**src/rtl/uart_ctrl_pkg.sv**
```systemverilog
package uart_ctrl_pkg;

  // ----------------------------------------------------------------
  // Register map, printed per channel
  // ----------------------------------------------------------------
  localparam logic [31:0] CHAN_CTRL_CH0  = 32'h5000_0004;
  localparam logic [31:0] CHAN_CTRL_CH1  = 32'h5000_4004;
  localparam logic [31:0] CHAN_CTRL_CH2  = 32'h5000_8004;
  localparam logic [31:0] FIFO_CTRL_CH0  = 32'h0500_0008;
  localparam logic [31:0] FIFO_CTRL_CH1  = 32'h5000_4008;
  localparam logic [31:0] FIFO_CTRL_CH2  = 32'h5000_8008;
  localparam logic [31:0] MODEM_CTRL_CH0 = 32'h5000_000c;
  localparam logic [31:0] MODEM_CTRL_CH1 = 32'h5000_400c;
  localparam logic [31:0] STATUS_CH0     = 32'h5000_0010;
  localparam logic [31:0] STATUS_CH1     = 32'h5000_4010;
  localparam logic [31:0] STATUS_CH2     = 32'h5000_8010;
  localparam logic [31:0] FIFO_STAT_CH0  = 32'h5000_0018;
  localparam logic [31:0] FIFO_STAT_CH1  = 32'h5000_4018;
  localparam logic [31:0] FIFO_STAT_CH2  = 32'h5000_8018;
  localparam logic [31:0] TX_BUF_CH0     = 32'h5000_0020;
  localparam logic [31:0] TX_BUF_CH1     = 32'h5000_4020;
  localparam logic [31:0] TX_BUF_CH2     = 32'h5000_8020;
  localparam logic [31:0] RX_BUF_CH0     = 32'h5000_0024;
  localparam logic [31:0] RX_BUF_CH1     = 32'h5000_4024;
  localparam logic [31:0] RX_BUF_CH2     = 32'h5000_8024;

  // ----------------------------------------------------------------
  // Fields and reset values
  // ----------------------------------------------------------------
  localparam int          CC_RX_MODE_LSB  = 0;
  localparam int          CC_TX_MODE_LSB  = 2;
  localparam int          CC_TIMEOUT_BIT  = 7;
  localparam int          CC_WIDTH        = 11;
  localparam int          MC_AFC_BIT      = 4;
  localparam int          MC_RTS_BIT      = 0;
  localparam int          FS_TX_CNT_LSB   = 8;
  localparam int          FS_TX_FULL_BIT  = 14;
  localparam int          FS_RX_FULL_BIT  = 6;
  localparam int          FS_CNT_W        = 6;
  localparam logic [10:0] CHAN_CTRL_RESET = 11'h000;
  localparam logic [7:0]  FIFO_CTRL_RESET = 8'h00;
  localparam logic [7:0]  MODEM_RESET     = 8'h00;

  localparam logic [1:0] MODE_OFF   = 2'h0;
  localparam logic [1:0] MODE_CPU   = 2'h1;
  localparam logic [1:0] MODE_DMA_A = 2'h2;
  localparam logic [1:0] MODE_DMA_B = 2'h3;

  localparam logic [6:0] TX_LVL_0 = 7'h00;
  localparam logic [6:0] TX_LVL_1 = 7'h10;
  localparam logic [6:0] TX_LVL_2 = 7'h20;
  localparam logic [6:0] TX_LVL_3 = 7'h30;
  localparam logic [6:0] RX_LVL_0 = 7'h01;
  localparam logic [6:0] RX_LVL_1 = 7'h08;
  localparam logic [6:0] RX_LVL_2 = 7'h10;
  localparam logic [6:0] RX_LVL_3 = 7'h20;

  // ----------------------------------------------------------------
  // Receive time-out
  // ----------------------------------------------------------------
  localparam logic [5:0] TIMEOUT_WORDS = 6'h03;
  localparam logic [3:0] FIXED_BITS    = 4'h7;

  typedef struct packed {
    logic [1:0] tx_trig;
    logic [1:0] rx_trig;
    logic       rsvd;
    logic       tx_rst;
    logic       rx_rst;
    logic       en;
  } fifo_ctrl_t;

  typedef struct packed {
    logic       two_stop;
    logic       parity_on;
    logic [1:0] word_len;
  } frame_fmt_t;

  typedef enum logic [1:0] {
    TO_IDLE  = 2'b00,
    TO_COUNT = 2'b01,
    TO_FIRED = 2'b10
  } timeout_state_t;

endpackage

```
**src/rtl/uart_fifo_flow_status_ctrl.sv**
```systemverilog
// Summary of operation
// - Transmit mode 00 stops sending, 01 CPU requests, else DMA refills.
// - Receive mode 00 stops receiving, 01 CPU requests, else DMA drains.
// - Code 10: DMA0 on channel 0, DMA3 on channel 2; 11: DMA1, channel 1.
// - DMA receive with FIFO: three idle word times below trigger raise request.
// - Transmit trigger codes give empty, 16, 32, 48 bytes.
// - Receive trigger codes give 1, 8, 16, 32 bytes.
// - Auto flow control drives request-to-send itself, ignoring software bit.
// - Without auto flow, software bit 1 drives pin low, 0 high.
// - Channel 2 has no modem control register and no auto flow.
// - Buffer-empty flag follows empty buffer; requests service in non-FIFO mode.
// - In FIFO mode trigger code 00 requests service only when empty, others at or below level.
// - Data-ready flag follows valid receive data; requests service without FIFO.
// - FIFO status: transmit count 13:8, receive count 5:0, full flags.
// - Time-out needs its enable bit and FIFO enabled; acts as receive request.
//
// Our own choice: the plain strobed port.
`timescale 1ns/1ps

module sync_fifo #(
  parameter int WIDTH = 8,
  parameter int DEPTH = 16,
  parameter int CW    = $clog2(DEPTH + 1)
) (
  input  wire logic             sys_clk,
  input  wire logic             nrst,
  input  wire logic             flush,
  input  wire logic             single,
  input  wire logic             in_valid,
  output      logic             in_ready,
  input  wire logic [WIDTH-1:0] in_data,
  output      logic             out_valid,
  input  wire logic             out_ready,
  output      logic [WIDTH-1:0] out_data,
  output      logic [CW-1:0]    count
);
  localparam int AW = $clog2(DEPTH);

  logic [WIDTH-1:0] mem [DEPTH];
  logic [AW-1:0]    wr_ptr;
  logic [AW-1:0]    rd_ptr;
  logic [AW-1:0]    next_wr_ptr;
  logic [AW-1:0]    next_rd_ptr;
  logic [CW-1:0]    next_count;
  logic             push;
  logic             pop;

  // Single-register operation caps the store at one word
  always_comb begin
    in_ready    = single ? (count == '0) : (count != CW'(DEPTH));
    out_valid   = (count != '0);
    out_data    = mem[rd_ptr];
    push        = in_valid && in_ready;
    pop         = out_valid && out_ready;
    next_wr_ptr = wr_ptr;
    next_rd_ptr = rd_ptr;
    next_count  = count;
    if (flush) begin
      next_wr_ptr = '0;
      next_rd_ptr = '0;
      next_count  = '0;
    end else begin
      if (push) next_wr_ptr = wr_ptr + 1'b1;
      if (pop) next_rd_ptr = rd_ptr + 1'b1;
      next_count = count + CW'(push) - CW'(pop);
    end
  end

  always_ff @(posedge sys_clk or negedge nrst) begin
    if (!nrst) begin
      wr_ptr <= '0;
      rd_ptr <= '0;
      count  <= '0;
    end else begin
      wr_ptr <= next_wr_ptr;
      rd_ptr <= next_rd_ptr;
      count  <= next_count;
    end
  end

  // Storage carries no reset, it is guarded by count
  always_ff @(posedge sys_clk) begin
    if (push && !flush) mem[wr_ptr] <= in_data;
  end
endmodule

module uart_fifo_flow_status_ctrl
  import uart_ctrl_pkg::*;
#(
  parameter int CHANNEL = 0,
  parameter int DEPTH   = 16
) (
  input  wire logic        sys_clk,
  input  wire logic        nrst,
  input  wire logic [31:0] addr,
  input  wire logic [31:0] wdata,
  input  wire logic        wr_en,
  input  wire logic        rd_en,
  output      logic [31:0] rdata,
  output      logic [7:0]  tx_data,
  output      logic        tx_valid,
  input  wire logic        tx_ready,
  input  wire logic        tx_shift_busy,
  input  wire logic [7:0]  rx_data,
  input  wire logic        rx_valid,
  output      logic        rx_ready,
  input  wire logic        bit_tick,
  input  wire frame_fmt_t  frame_fmt,
  input  wire logic        clear_to_send_pin_n,
  output      logic        send_request_pin_n,
  output      logic        tx_req,
  output      logic        rx_req,
  output      logic [3:0]  dma_req
);
  localparam int CW = $clog2(DEPTH + 1);
  localparam bit HAS_MODEM = (CHANNEL != 2);
  localparam logic [31:0] A_CC = (CHANNEL == 0) ? CHAN_CTRL_CH0 :
                                 (CHANNEL == 1) ? CHAN_CTRL_CH1 : CHAN_CTRL_CH2;
  localparam logic [31:0] A_FC = (CHANNEL == 0) ? FIFO_CTRL_CH0 :
                                 (CHANNEL == 1) ? FIFO_CTRL_CH1 : FIFO_CTRL_CH2;
  localparam logic [31:0] A_MC = (CHANNEL == 0) ? MODEM_CTRL_CH0 :
                                 MODEM_CTRL_CH1;
  localparam logic [31:0] A_ST = (CHANNEL == 0) ? STATUS_CH0 :
                                 (CHANNEL == 1) ? STATUS_CH1 : STATUS_CH2;
  localparam logic [31:0] A_FS = (CHANNEL == 0) ? FIFO_STAT_CH0 :
                                 (CHANNEL == 1) ? FIFO_STAT_CH1 : FIFO_STAT_CH2;
  localparam logic [31:0] A_TB = (CHANNEL == 0) ? TX_BUF_CH0 :
                                 (CHANNEL == 1) ? TX_BUF_CH1 : TX_BUF_CH2;
  localparam logic [31:0] A_RB = (CHANNEL == 0) ? RX_BUF_CH0 :
                                 (CHANNEL == 1) ? RX_BUF_CH1 : RX_BUF_CH2;

  // ----------------------------------------------------------------
  // Decoders
  // ----------------------------------------------------------------
  function automatic logic [6:0] tx_level(input logic [1:0] code);
    case (code)
      2'h0:    tx_level = TX_LVL_0;
      2'h1:    tx_level = TX_LVL_1;
      2'h2:    tx_level = TX_LVL_2;
      default: tx_level = TX_LVL_3;
    endcase
  endfunction

  function automatic logic [6:0] rx_level(input logic [1:0] code);
    case (code)
      2'h0:    rx_level = RX_LVL_0;
      2'h1:    rx_level = RX_LVL_1;
      2'h2:    rx_level = RX_LVL_2;
      default: rx_level = RX_LVL_3;
    endcase
  endfunction

  // Each channel owns one request line, for one DMA code only
  function automatic logic [3:0] dma_route(input logic [1:0] mode);
    dma_route = 4'h0;
    if (mode == MODE_DMA_A && CHANNEL == 0) dma_route = 4'h1;
    if (mode == MODE_DMA_A && CHANNEL == 2) dma_route = 4'h8;
    if (mode == MODE_DMA_B && CHANNEL == 1) dma_route = 4'h2;
  endfunction

  // ----------------------------------------------------------------
  // Registers and buffers
  // ----------------------------------------------------------------
  logic [10:0]    chan_ctrl;
  fifo_ctrl_t     fifo_ctrl;
  logic [7:0]     modem_ctrl;
  logic [10:0]    next_chan_ctrl;
  fifo_ctrl_t     next_fifo_ctrl;
  logic [7:0]     next_modem_ctrl;
  logic [31:0]    next_rdata;
  logic [1:0]     tx_mode;
  logic [1:0]     rx_mode;
  logic           afc;
  logic           cts_ok;
  logic           tx_in_ready;
  logic           tx_fifo_valid;
  logic           rx_fifo_valid;
  logic [7:0]     rx_fifo_data;
  logic [CW-1:0]  tx_cnt;
  logic [CW-1:0]  rx_cnt;
  logic           tx_push;
  logic           rx_pop;
  logic           rx_push;
  logic           tx_full;
  logic           rx_full;

  assign tx_mode = chan_ctrl[CC_TX_MODE_LSB +: 2];
  assign rx_mode = chan_ctrl[CC_RX_MODE_LSB +: 2];
  assign afc     = HAS_MODEM && modem_ctrl[MC_AFC_BIT];
  assign cts_ok  = !afc || !clear_to_send_pin_n;
  assign tx_push = wr_en && addr == A_TB && tx_mode != MODE_OFF;
  assign rx_pop  = rd_en && addr == A_RB;
  assign rx_push = rx_valid && rx_ready && rx_mode != MODE_OFF;
  assign tx_full = fifo_ctrl.en ? (tx_cnt == CW'(DEPTH)) : (tx_cnt != '0);
  assign rx_full = fifo_ctrl.en ? (rx_cnt == CW'(DEPTH)) : (rx_cnt != '0);

  // Shifter sees nothing while disabled or held off by the peer
  sync_fifo #(.WIDTH(8), .DEPTH(DEPTH)) tx_fifo (
    .sys_clk   (sys_clk),
    .nrst      (nrst),
    .flush     (fifo_ctrl.tx_rst),
    .single    (!fifo_ctrl.en),
    .in_valid  (tx_push),
    .in_ready  (tx_in_ready),
    .in_data   (wdata[7:0]),
    .out_valid (tx_fifo_valid),
    .out_ready (tx_ready && tx_mode != MODE_OFF && cts_ok),
    .out_data  (tx_data),
    .count     (tx_cnt)
  );
  assign tx_valid = tx_fifo_valid && tx_mode != MODE_OFF && cts_ok;

  sync_fifo #(.WIDTH(8), .DEPTH(DEPTH)) rx_fifo (
    .sys_clk   (sys_clk),
    .nrst      (nrst),
    .flush     (fifo_ctrl.rx_rst),
    .single    (!fifo_ctrl.en),
    .in_valid  (rx_valid && rx_mode != MODE_OFF),
    .in_ready  (rx_ready),
    .in_data   (rx_data),
    .out_valid (rx_fifo_valid),
    .out_ready (rx_pop),
    .out_data  (rx_fifo_data),
    .count     (rx_cnt)
  );

  // ----------------------------------------------------------------
  // Register bus
  // ----------------------------------------------------------------
  always_comb begin
    next_chan_ctrl  = chan_ctrl;
    next_fifo_ctrl  = fifo_ctrl;
    next_modem_ctrl = modem_ctrl;
    next_rdata      = 32'h0000_0000;
    // Reset bits live one cycle, long enough to flush
    next_fifo_ctrl.tx_rst = 1'b0;
    next_fifo_ctrl.rx_rst = 1'b0;
    if (wr_en && addr == A_CC) next_chan_ctrl = wdata[CC_WIDTH-1:0];
    if (wr_en && addr == A_FC) begin
      next_fifo_ctrl      = fifo_ctrl_t'(wdata[7:0]);
      next_fifo_ctrl.rsvd = 1'b0;
    end
    if (wr_en && addr == A_MC && HAS_MODEM) begin
      // Reserved bits are the writer's duty; kept as written
      next_modem_ctrl = wdata[7:0];
    end
    if (rd_en) begin
      case (addr)
        A_CC:    next_rdata = {21'h0, chan_ctrl};
        A_FC:    next_rdata = {24'h0, fifo_ctrl};
        A_MC:    next_rdata = HAS_MODEM ? {24'h0, modem_ctrl} : 32'h0;
        A_ST:    next_rdata = {29'h0,
                               tx_cnt == '0 && !tx_shift_busy,
                               tx_cnt == '0,
                               rx_cnt != '0};
        A_FS:    begin
          next_rdata[FS_TX_FULL_BIT] = tx_full;
          next_rdata[FS_TX_CNT_LSB +: FS_CNT_W] = FS_CNT_W'(tx_cnt);
          next_rdata[FS_RX_FULL_BIT] = rx_full;
          next_rdata[FS_CNT_W-1:0] = FS_CNT_W'(rx_cnt);
        end
        A_RB:    next_rdata = {24'h0, rx_fifo_valid ? rx_fifo_data : 8'h00};
        default: next_rdata = 32'h0000_0000;
      endcase
    end
  end

  always_ff @(posedge sys_clk or negedge nrst) begin
    if (!nrst) begin
      chan_ctrl  <= CHAN_CTRL_RESET;
      fifo_ctrl  <= fifo_ctrl_t'(FIFO_CTRL_RESET);
      modem_ctrl <= MODEM_RESET;
      rdata      <= 32'h0000_0000;
    end else begin
      chan_ctrl  <= next_chan_ctrl;
      fifo_ctrl  <= next_fifo_ctrl;
      modem_ctrl <= next_modem_ctrl;
      rdata      <= next_rdata;
    end
  end

  // ----------------------------------------------------------------
  // Receive time-out
  // ----------------------------------------------------------------
  timeout_state_t to_state;
  timeout_state_t next_to_state;
  logic [5:0]     to_cnt;
  logic [5:0]     next_to_cnt;
  logic [5:0]     to_limit;
  logic           to_armed;

  // Frame = start + data + parity + stop bits, three frames in a row
  assign to_limit = TIMEOUT_WORDS * 6'(FIXED_BITS
                    + 4'(frame_fmt.word_len) + 4'(frame_fmt.parity_on)
                    + 4'(frame_fmt.two_stop));
  assign to_armed = rx_mode[1] && fifo_ctrl.en
                    && chan_ctrl[CC_TIMEOUT_BIT]
                    && rx_cnt != '0
                    && 7'(rx_cnt) < rx_level(fifo_ctrl.rx_trig);

  always_comb begin
    next_to_state = to_state;
    next_to_cnt   = to_cnt;
    case (to_state)
      TO_IDLE: begin
        next_to_cnt = 6'h00;
        if (to_armed) next_to_state = TO_COUNT;
      end
      TO_COUNT: begin
        if (!to_armed || rx_push || rx_pop) begin
          next_to_state = to_armed ? TO_COUNT : TO_IDLE;
          next_to_cnt   = 6'h00;
        end else if (bit_tick) begin
          next_to_cnt = to_cnt + 6'h01;
          if (to_cnt + 6'h01 >= to_limit) next_to_state = TO_FIRED;
        end
      end
      TO_FIRED: begin
        if (rx_push || rx_pop || !to_armed) begin
          next_to_state = TO_IDLE;
          next_to_cnt   = 6'h00;
        end
      end
      default: begin
        next_to_state = TO_IDLE;
        next_to_cnt   = 6'h00;
      end
    endcase
  end

  always_ff @(posedge sys_clk or negedge nrst) begin
    if (!nrst) begin
      to_state <= TO_IDLE;
      to_cnt   <= 6'h00;
    end else begin
      to_state <= next_to_state;
      to_cnt   <= next_to_cnt;
    end
  end

  // ----------------------------------------------------------------
  // Requests and flow control
  // ----------------------------------------------------------------
  logic tx_cond;
  logic rx_cond;
  logic next_rts_n;

  always_comb begin
    if (!fifo_ctrl.en) begin
      tx_cond = (tx_cnt == '0);
      rx_cond = (rx_cnt != '0);
    end else begin
      tx_cond = (fifo_ctrl.tx_trig == 2'h0) ? (tx_cnt == '0) :
                (7'(tx_cnt) <= tx_level(fifo_ctrl.tx_trig));
      rx_cond = (7'(rx_cnt) >= rx_level(fifo_ctrl.rx_trig));
    end
    // Auto mode holds the peer off once one slot is left
    if (!HAS_MODEM) next_rts_n = 1'b1;
    else if (afc) next_rts_n = (7'(rx_cnt) >= 7'(DEPTH - 1));
    else next_rts_n = !modem_ctrl[MC_RTS_BIT];
  end

  always_ff @(posedge sys_clk or negedge nrst) begin
    if (!nrst) begin
      tx_req             <= 1'b0;
      rx_req             <= 1'b0;
      dma_req            <= 4'h0;
      send_request_pin_n <= 1'b1;
    end else begin
      tx_req  <= tx_mode == MODE_CPU && tx_cond;
      // Time-out is a CPU request even in DMA mode, to drain the rest
      rx_req  <= (rx_mode == MODE_CPU && rx_cond)
               || to_state == TO_FIRED;
      dma_req <= (tx_cond ? dma_route(tx_mode) : 4'h0)
               | (rx_cond ? dma_route(rx_mode) : 4'h0);
      send_request_pin_n <= next_rts_n;
    end
  end
endmodule

```
**config.mk**
```make
export PLATFORM = sky130hd
export DESIGN_NAME = uart_fifo_flow_status_ctrl
export DESIGN_NICKNAME = d
export VERILOG_FILES = /design/src/rtl/uart_ctrl_pkg.sv /design/src/rtl/uart_fifo_flow_status_ctrl.sv
export SDC_FILE = /design/constraint.sdc
export NUM_CORES = 1
export LEC_CHECK = 0
export ABC_AREA = 1
export BUFFER_PORTS_ARGS = -buffer_cell sky130_fd_sc_hd__buf_2
export CAP_MARGIN = 20
export CORE_MARGIN = 10
export CORE_UTILIZATION = 45
export CTS_BUF_LIST = sky130_fd_sc_hd__clkbuf_16
export DETAILED_ROUTE_END_ITERATION = 7
export GPL_TIMING_DRIVEN = 0
export PLACE_DENSITY = 0.68
export SLEW_MARGIN = 5
export SYNTH_ARGS = -nofsm -noshare
export SYNTH_HDL_FRONTEND = slang
export SYNTH_HIERARCHICAL = 1
export SYNTH_SLANG_ARGS = --single-unit
export TNS_END_PERCENT = 30
```
**constraint.sdc**
```tcl
create_clock -name sys_clk -period 3.59 [get_ports sys_clk]
set_clock_uncertainty 0.1 [all_clocks]
set_input_delay 0.718 -clock sys_clk [delete_from_list [all_inputs] [get_ports sys_clk]]
set_output_delay 0.718 -clock sys_clk [all_outputs]
set_load 0.02 [all_outputs]
```
==> metrics.md <==
| Metric | Value |
|---|---|
| Status | `complete, no violations` |
| Proportion of layout cells with a drive suffix above 1 | `between 10% and 20%` |
| # DRC | `0` |
| Max-cap violations | `0` |
| Die ar. | `approximately 45,000 sq um` |
| CTS tree | `yes` |
| Final HPWL DP | `29,750 um` |
| Share of synthesized area spent on multiplexers | `less than 1%` |
| Comb power frac | `between 3 and 4%` |
| First-pass GRT wire length | `65,670 um` |
| Worst-skew pair later-pin latency | `about 0.56 ns` |
| Most frequent CP cell | `inv_2` |
| Sw Pwr | `1711 uW` |
| Placed Area | `17,700 sq um` |
| Num ports | `roughly 130` |
| Routed Antenna Nets | `0` |
| Number of setup buffers added after CTS | `0` |
| Crit path DAT | `3.82 ns` |
| Relative slew slack | `41.38%` |
| Pleak | `between 0.008 and 0.009 uW` |
| Synth Warn # | `6` |
| Yosys top cell area share | `around 47%` |
| GPL Wtd Cong | `0.9067` |
| FILL cells | `between 3k and 4k` |
| EDFF count, synth | `256` |
| Synth cell types | `48` |
| Top FF cell, synth | `edfxtp_1` |
| Drt wl/cell | `approximately 17 um` |
| FP Rows | `70` |
| Post-synthesis cell count | `1,789` |
| Hold_ws | `0.3121 ns` |
| Synth area leaders | `edfxtp_1 (47%), nand2_1 (13%), dfrtp_1 (12%)` |
| Vias in the first global route | `between 10k and 15k` |
| Adder-Cell Fraction of Synth Area | `~3.6%` |
| CP top delay family | `adder cells` |
| Internal power | `between 6000 and 7000 uW` |
| Max Fclk | `approximately 290 MHz` |
| Pwr Density | `between 400 and 500 nW/um^2` |
| Nets | `~2.1k` |
| Crit path cell chain | `buf_2 > inv_4 > ha_4 > inv_2 > ha_2 > inv_2 > fa_1 > ha_2 > inv_2 > fa_2 > inv_1 > a21oi_1 > ha_1 > nand2_1 > nor2_1 > o21ai_1 > nand3_1 > nor2_1 > nand4_1 > nand4_1 > nand2_1` |
| XOR/XNOR Fraction of Synth Area | `0.7949%` |
| Min Tclk post-route | `around 3.5 ns` |
| Setup TNS | `0 ns` |
| CTS buffer count | `36` |
| Worst Hold Class | `input port to flop` |
| Htree depth | `2` |
| CP peak stage delay | `between 0.6 and 0.7 ns` |
| Final Setup Violations | `0` |
| Post-Synth Simple-Gate Area | `between 20% and 30%` |
| Crit path kind | `input port to flop` |
| Register share of total power | `51.9%` |
| Die width | `211.7 um` |
| Nature of the critical path endpoint | `flop` |
| Synth Area in Compound Gates | `under 10%` |
| Asr flop ratio synth | `a little under a quarter` |
| WP data required | `between 3 and 4 ns` |
| Synth area leader | `edfxtp_1` |
| Final worst path period share | `97.03%` |
| CP max-delay cell | `fa_1` |
| Worst Path Buf+Inv | `6` |
| Pin count of the biggest net entering global routing | `51` |
| Initial antenna violation count | `0` |
| Clock transition at path regs | `0.07 ns` |
| Detailed Route WL | `approximately 42,000 um` |
| RSZ-0062 raised after global routing | `true` |
| Register area share after synthesis | `around three fifths` |
| Clock power share | `around 45%` |
| Syn-to-layout area delta | `14.13%` |
| Combinational family with the most area after synthesis | `simple AND/OR/NAND/NOR gates` |
| Max Root-Sink Buffers | `3` |
| DR vias/cell | `around 5.1` |
| Root buf cell | `clkbuf_16` |
| Initial drt markers | `around 1.1k` |
| Initial Utilization | `a little under half` |
| Synth Area per Inst | `around 9.2 sq um` |
| IO Port Bufs | `between 80 and 90` |
| Ant. Diodes | `0` |
| Die Y | `211.7 um` |
| DR vias | `12.32k` |
| Net Sw Frac | `around a fifth` |
| Maximum VDD drop | `approximately 0.46 mV` |
| Final Power | `approximately 8000 uW` |
| Layout Utilization | `between 50% and 60%` |
| All-Layer GR Usage | `about a fifth` |
| Core area | `roughly 36,000 sq um` |
| Post-synthesis cell area | `between 15,000 and 20,000 sq um` |
| Drt first pass iters | `5` |
| Final instance area | `18,860 sq um` |
| Clk sinks | `approximately 330` |
| CP Launch Type | `input port` |
| Total grt overflow | `0` |
| Worst Tran Pin Value | `approximately 0.9 ns` |
| Max-slew violations | `0` |
| Critical path fanouts, max | `3` |
| Seq cells post-synth | `334` |
| Final Hold Fails | `0` |
## power groups by stage
stage / combinational, uW / sequential [uW] / clock [uW]
after detailed placement: 280 / 4250 / 0
after global routing: 319 / 4160 / 3800
after floorplan: 133 / 4250 / 0
final: 281 / 4170 / 3580
after global placement: 265 / 4250 / 0
after CTS: 282 / 4170 / 3630
## cell usage after synthesis (all sizes together) (3+ instances only)
cell type,number
nand2,570
inv,262
edfxtp,256
nand3,210
nor2,178
dfrtp,77
buf,68
ha,40
o21ai,35
nand4,21
clkbuf,13
xor2,13
a21oi,10
clkinv,5
fa,5
o22ai,5
nand3b,3
nor3,3
## logic make-up after synthesis
family,Yosys count
AOI/OAI and AO/OA,57
buffers and inverters,348
adders and majority gates,45
other,1
muxes,1
xor gates and xnor gates,15
and+or+nand+nor,988
DFF,334
## through the flow
step / setup slack [ns] / std cells
after floorplan: 0.004440 / 1809
after global placement: -0.3730 / 2366
after detailed placement: -0.4601 / 2367
after CTS: 0.08624 / 2433
after global routing: -0.1481 / 2433
final: 0.1067 / 2433
## cells in the final DEF (no fill, tap or decap), types with 6 or more instances in the layout
cell,netlist,layout
a21oi_1,10,10
buf_2,23,111
buf_4,33,34
buf_6,11,11
clkbuf_1,13,13
clkbuf_16,0,36
clkinv_1,3,14
clkinv_2,2,6
conb_1,1,21
dfrtp_1,77,77
edfxtp_1,256,256
ha_1,40,37
inv_1,255,256
inv_2,7,10
nand2_1,565,565
nand3_1,203,203
nand4_1,20,20
nor2_1,165,164
nor2_2,7,8
o21ai_0,12,11
o21ai_1,8,9
o21ai_2,15,15
xor2_1,13,13
## metal layers
metal,global-route usage (%),vias to the layer above,part of all wire (%)
met5,0,-,0
met4,7.439,0,3.1
met3,3.653,84,6.9
met2,29.42,418,46
met1,25.11,5828,44
li1,-,5987,-
## worst min-delay path: stages
cell     delay (ns)
buf_2          0.08
nand3_1        0.07
nand2_1        0.06
## worst paths after layout
check / startpoint / end / slack, ns / depth (start not counted)
max: frame_fmt[3] / to_state[1]$_DFFE_PN0P_ / 0.11 / 21
min: wdata[9] / chan_ctrl[9]$_DFFE_PN0P_ / 0.31 / 3
max reg2reg: chan_ctrl[1]$_DFFE_PN0P_ / rx_fifo/count[4]$_DFF_PN0_ / 0.63 / 11
min reg2reg: chan_ctrl[9]$_DFFE_PN0P_ / chan_ctrl[9]$_DFFE_PN0P_ / 0.37 / 2
max in group asynchronous: nrst / send_request_pin_n$_DFF_PN1_ / 2.20 / 3
min in group asynchronous: nrst / tx_fifo/rd_ptr[3]$_DFFE_PN0P_ / 0.54 / 2
## area by class of cell
class                   count  area, sq um  share of cell area [%]
plain buffers              81        539.3                   2.859
clock buffers              36        900.9                   4.776
clock inverters            29        239.0                   1.267
inverters                 267         1010                   5.353
multi-input cells        1127         5463                   28.96
flip-flops and latches    334         9641                   51.11
well taps                 468        585.6                   3.104
repair buffers             91        485.5                   2.574
## what timing repair did
item	CTS	global route
endpoints found under the setup margin	0	3
gates resized for setup	0	2
hold endpoints to repair	4	0
hold buffers	1	0
## registers in the layout (all words and copies together) (netlist names)
register            flops
to_state                2
chan_ctrl              11
tx_fifo/count           5
rdata                  14
rx_fifo/rd_ptr          4
rx_fifo/count           5
fifo_ctrl               7
rx_req                  1
dma_req                 1
tx_fifo/wr_ptr          4
rx_fifo/mem           128
rx_fifo/wr_ptr          4
modem_ctrl              8
tx_req                  1
tx_fifo/rd_ptr          4
send_request_pin_n      1
tx_fifo/mem           128
to_cnt                  6
(Power assumes the default switching activity.)
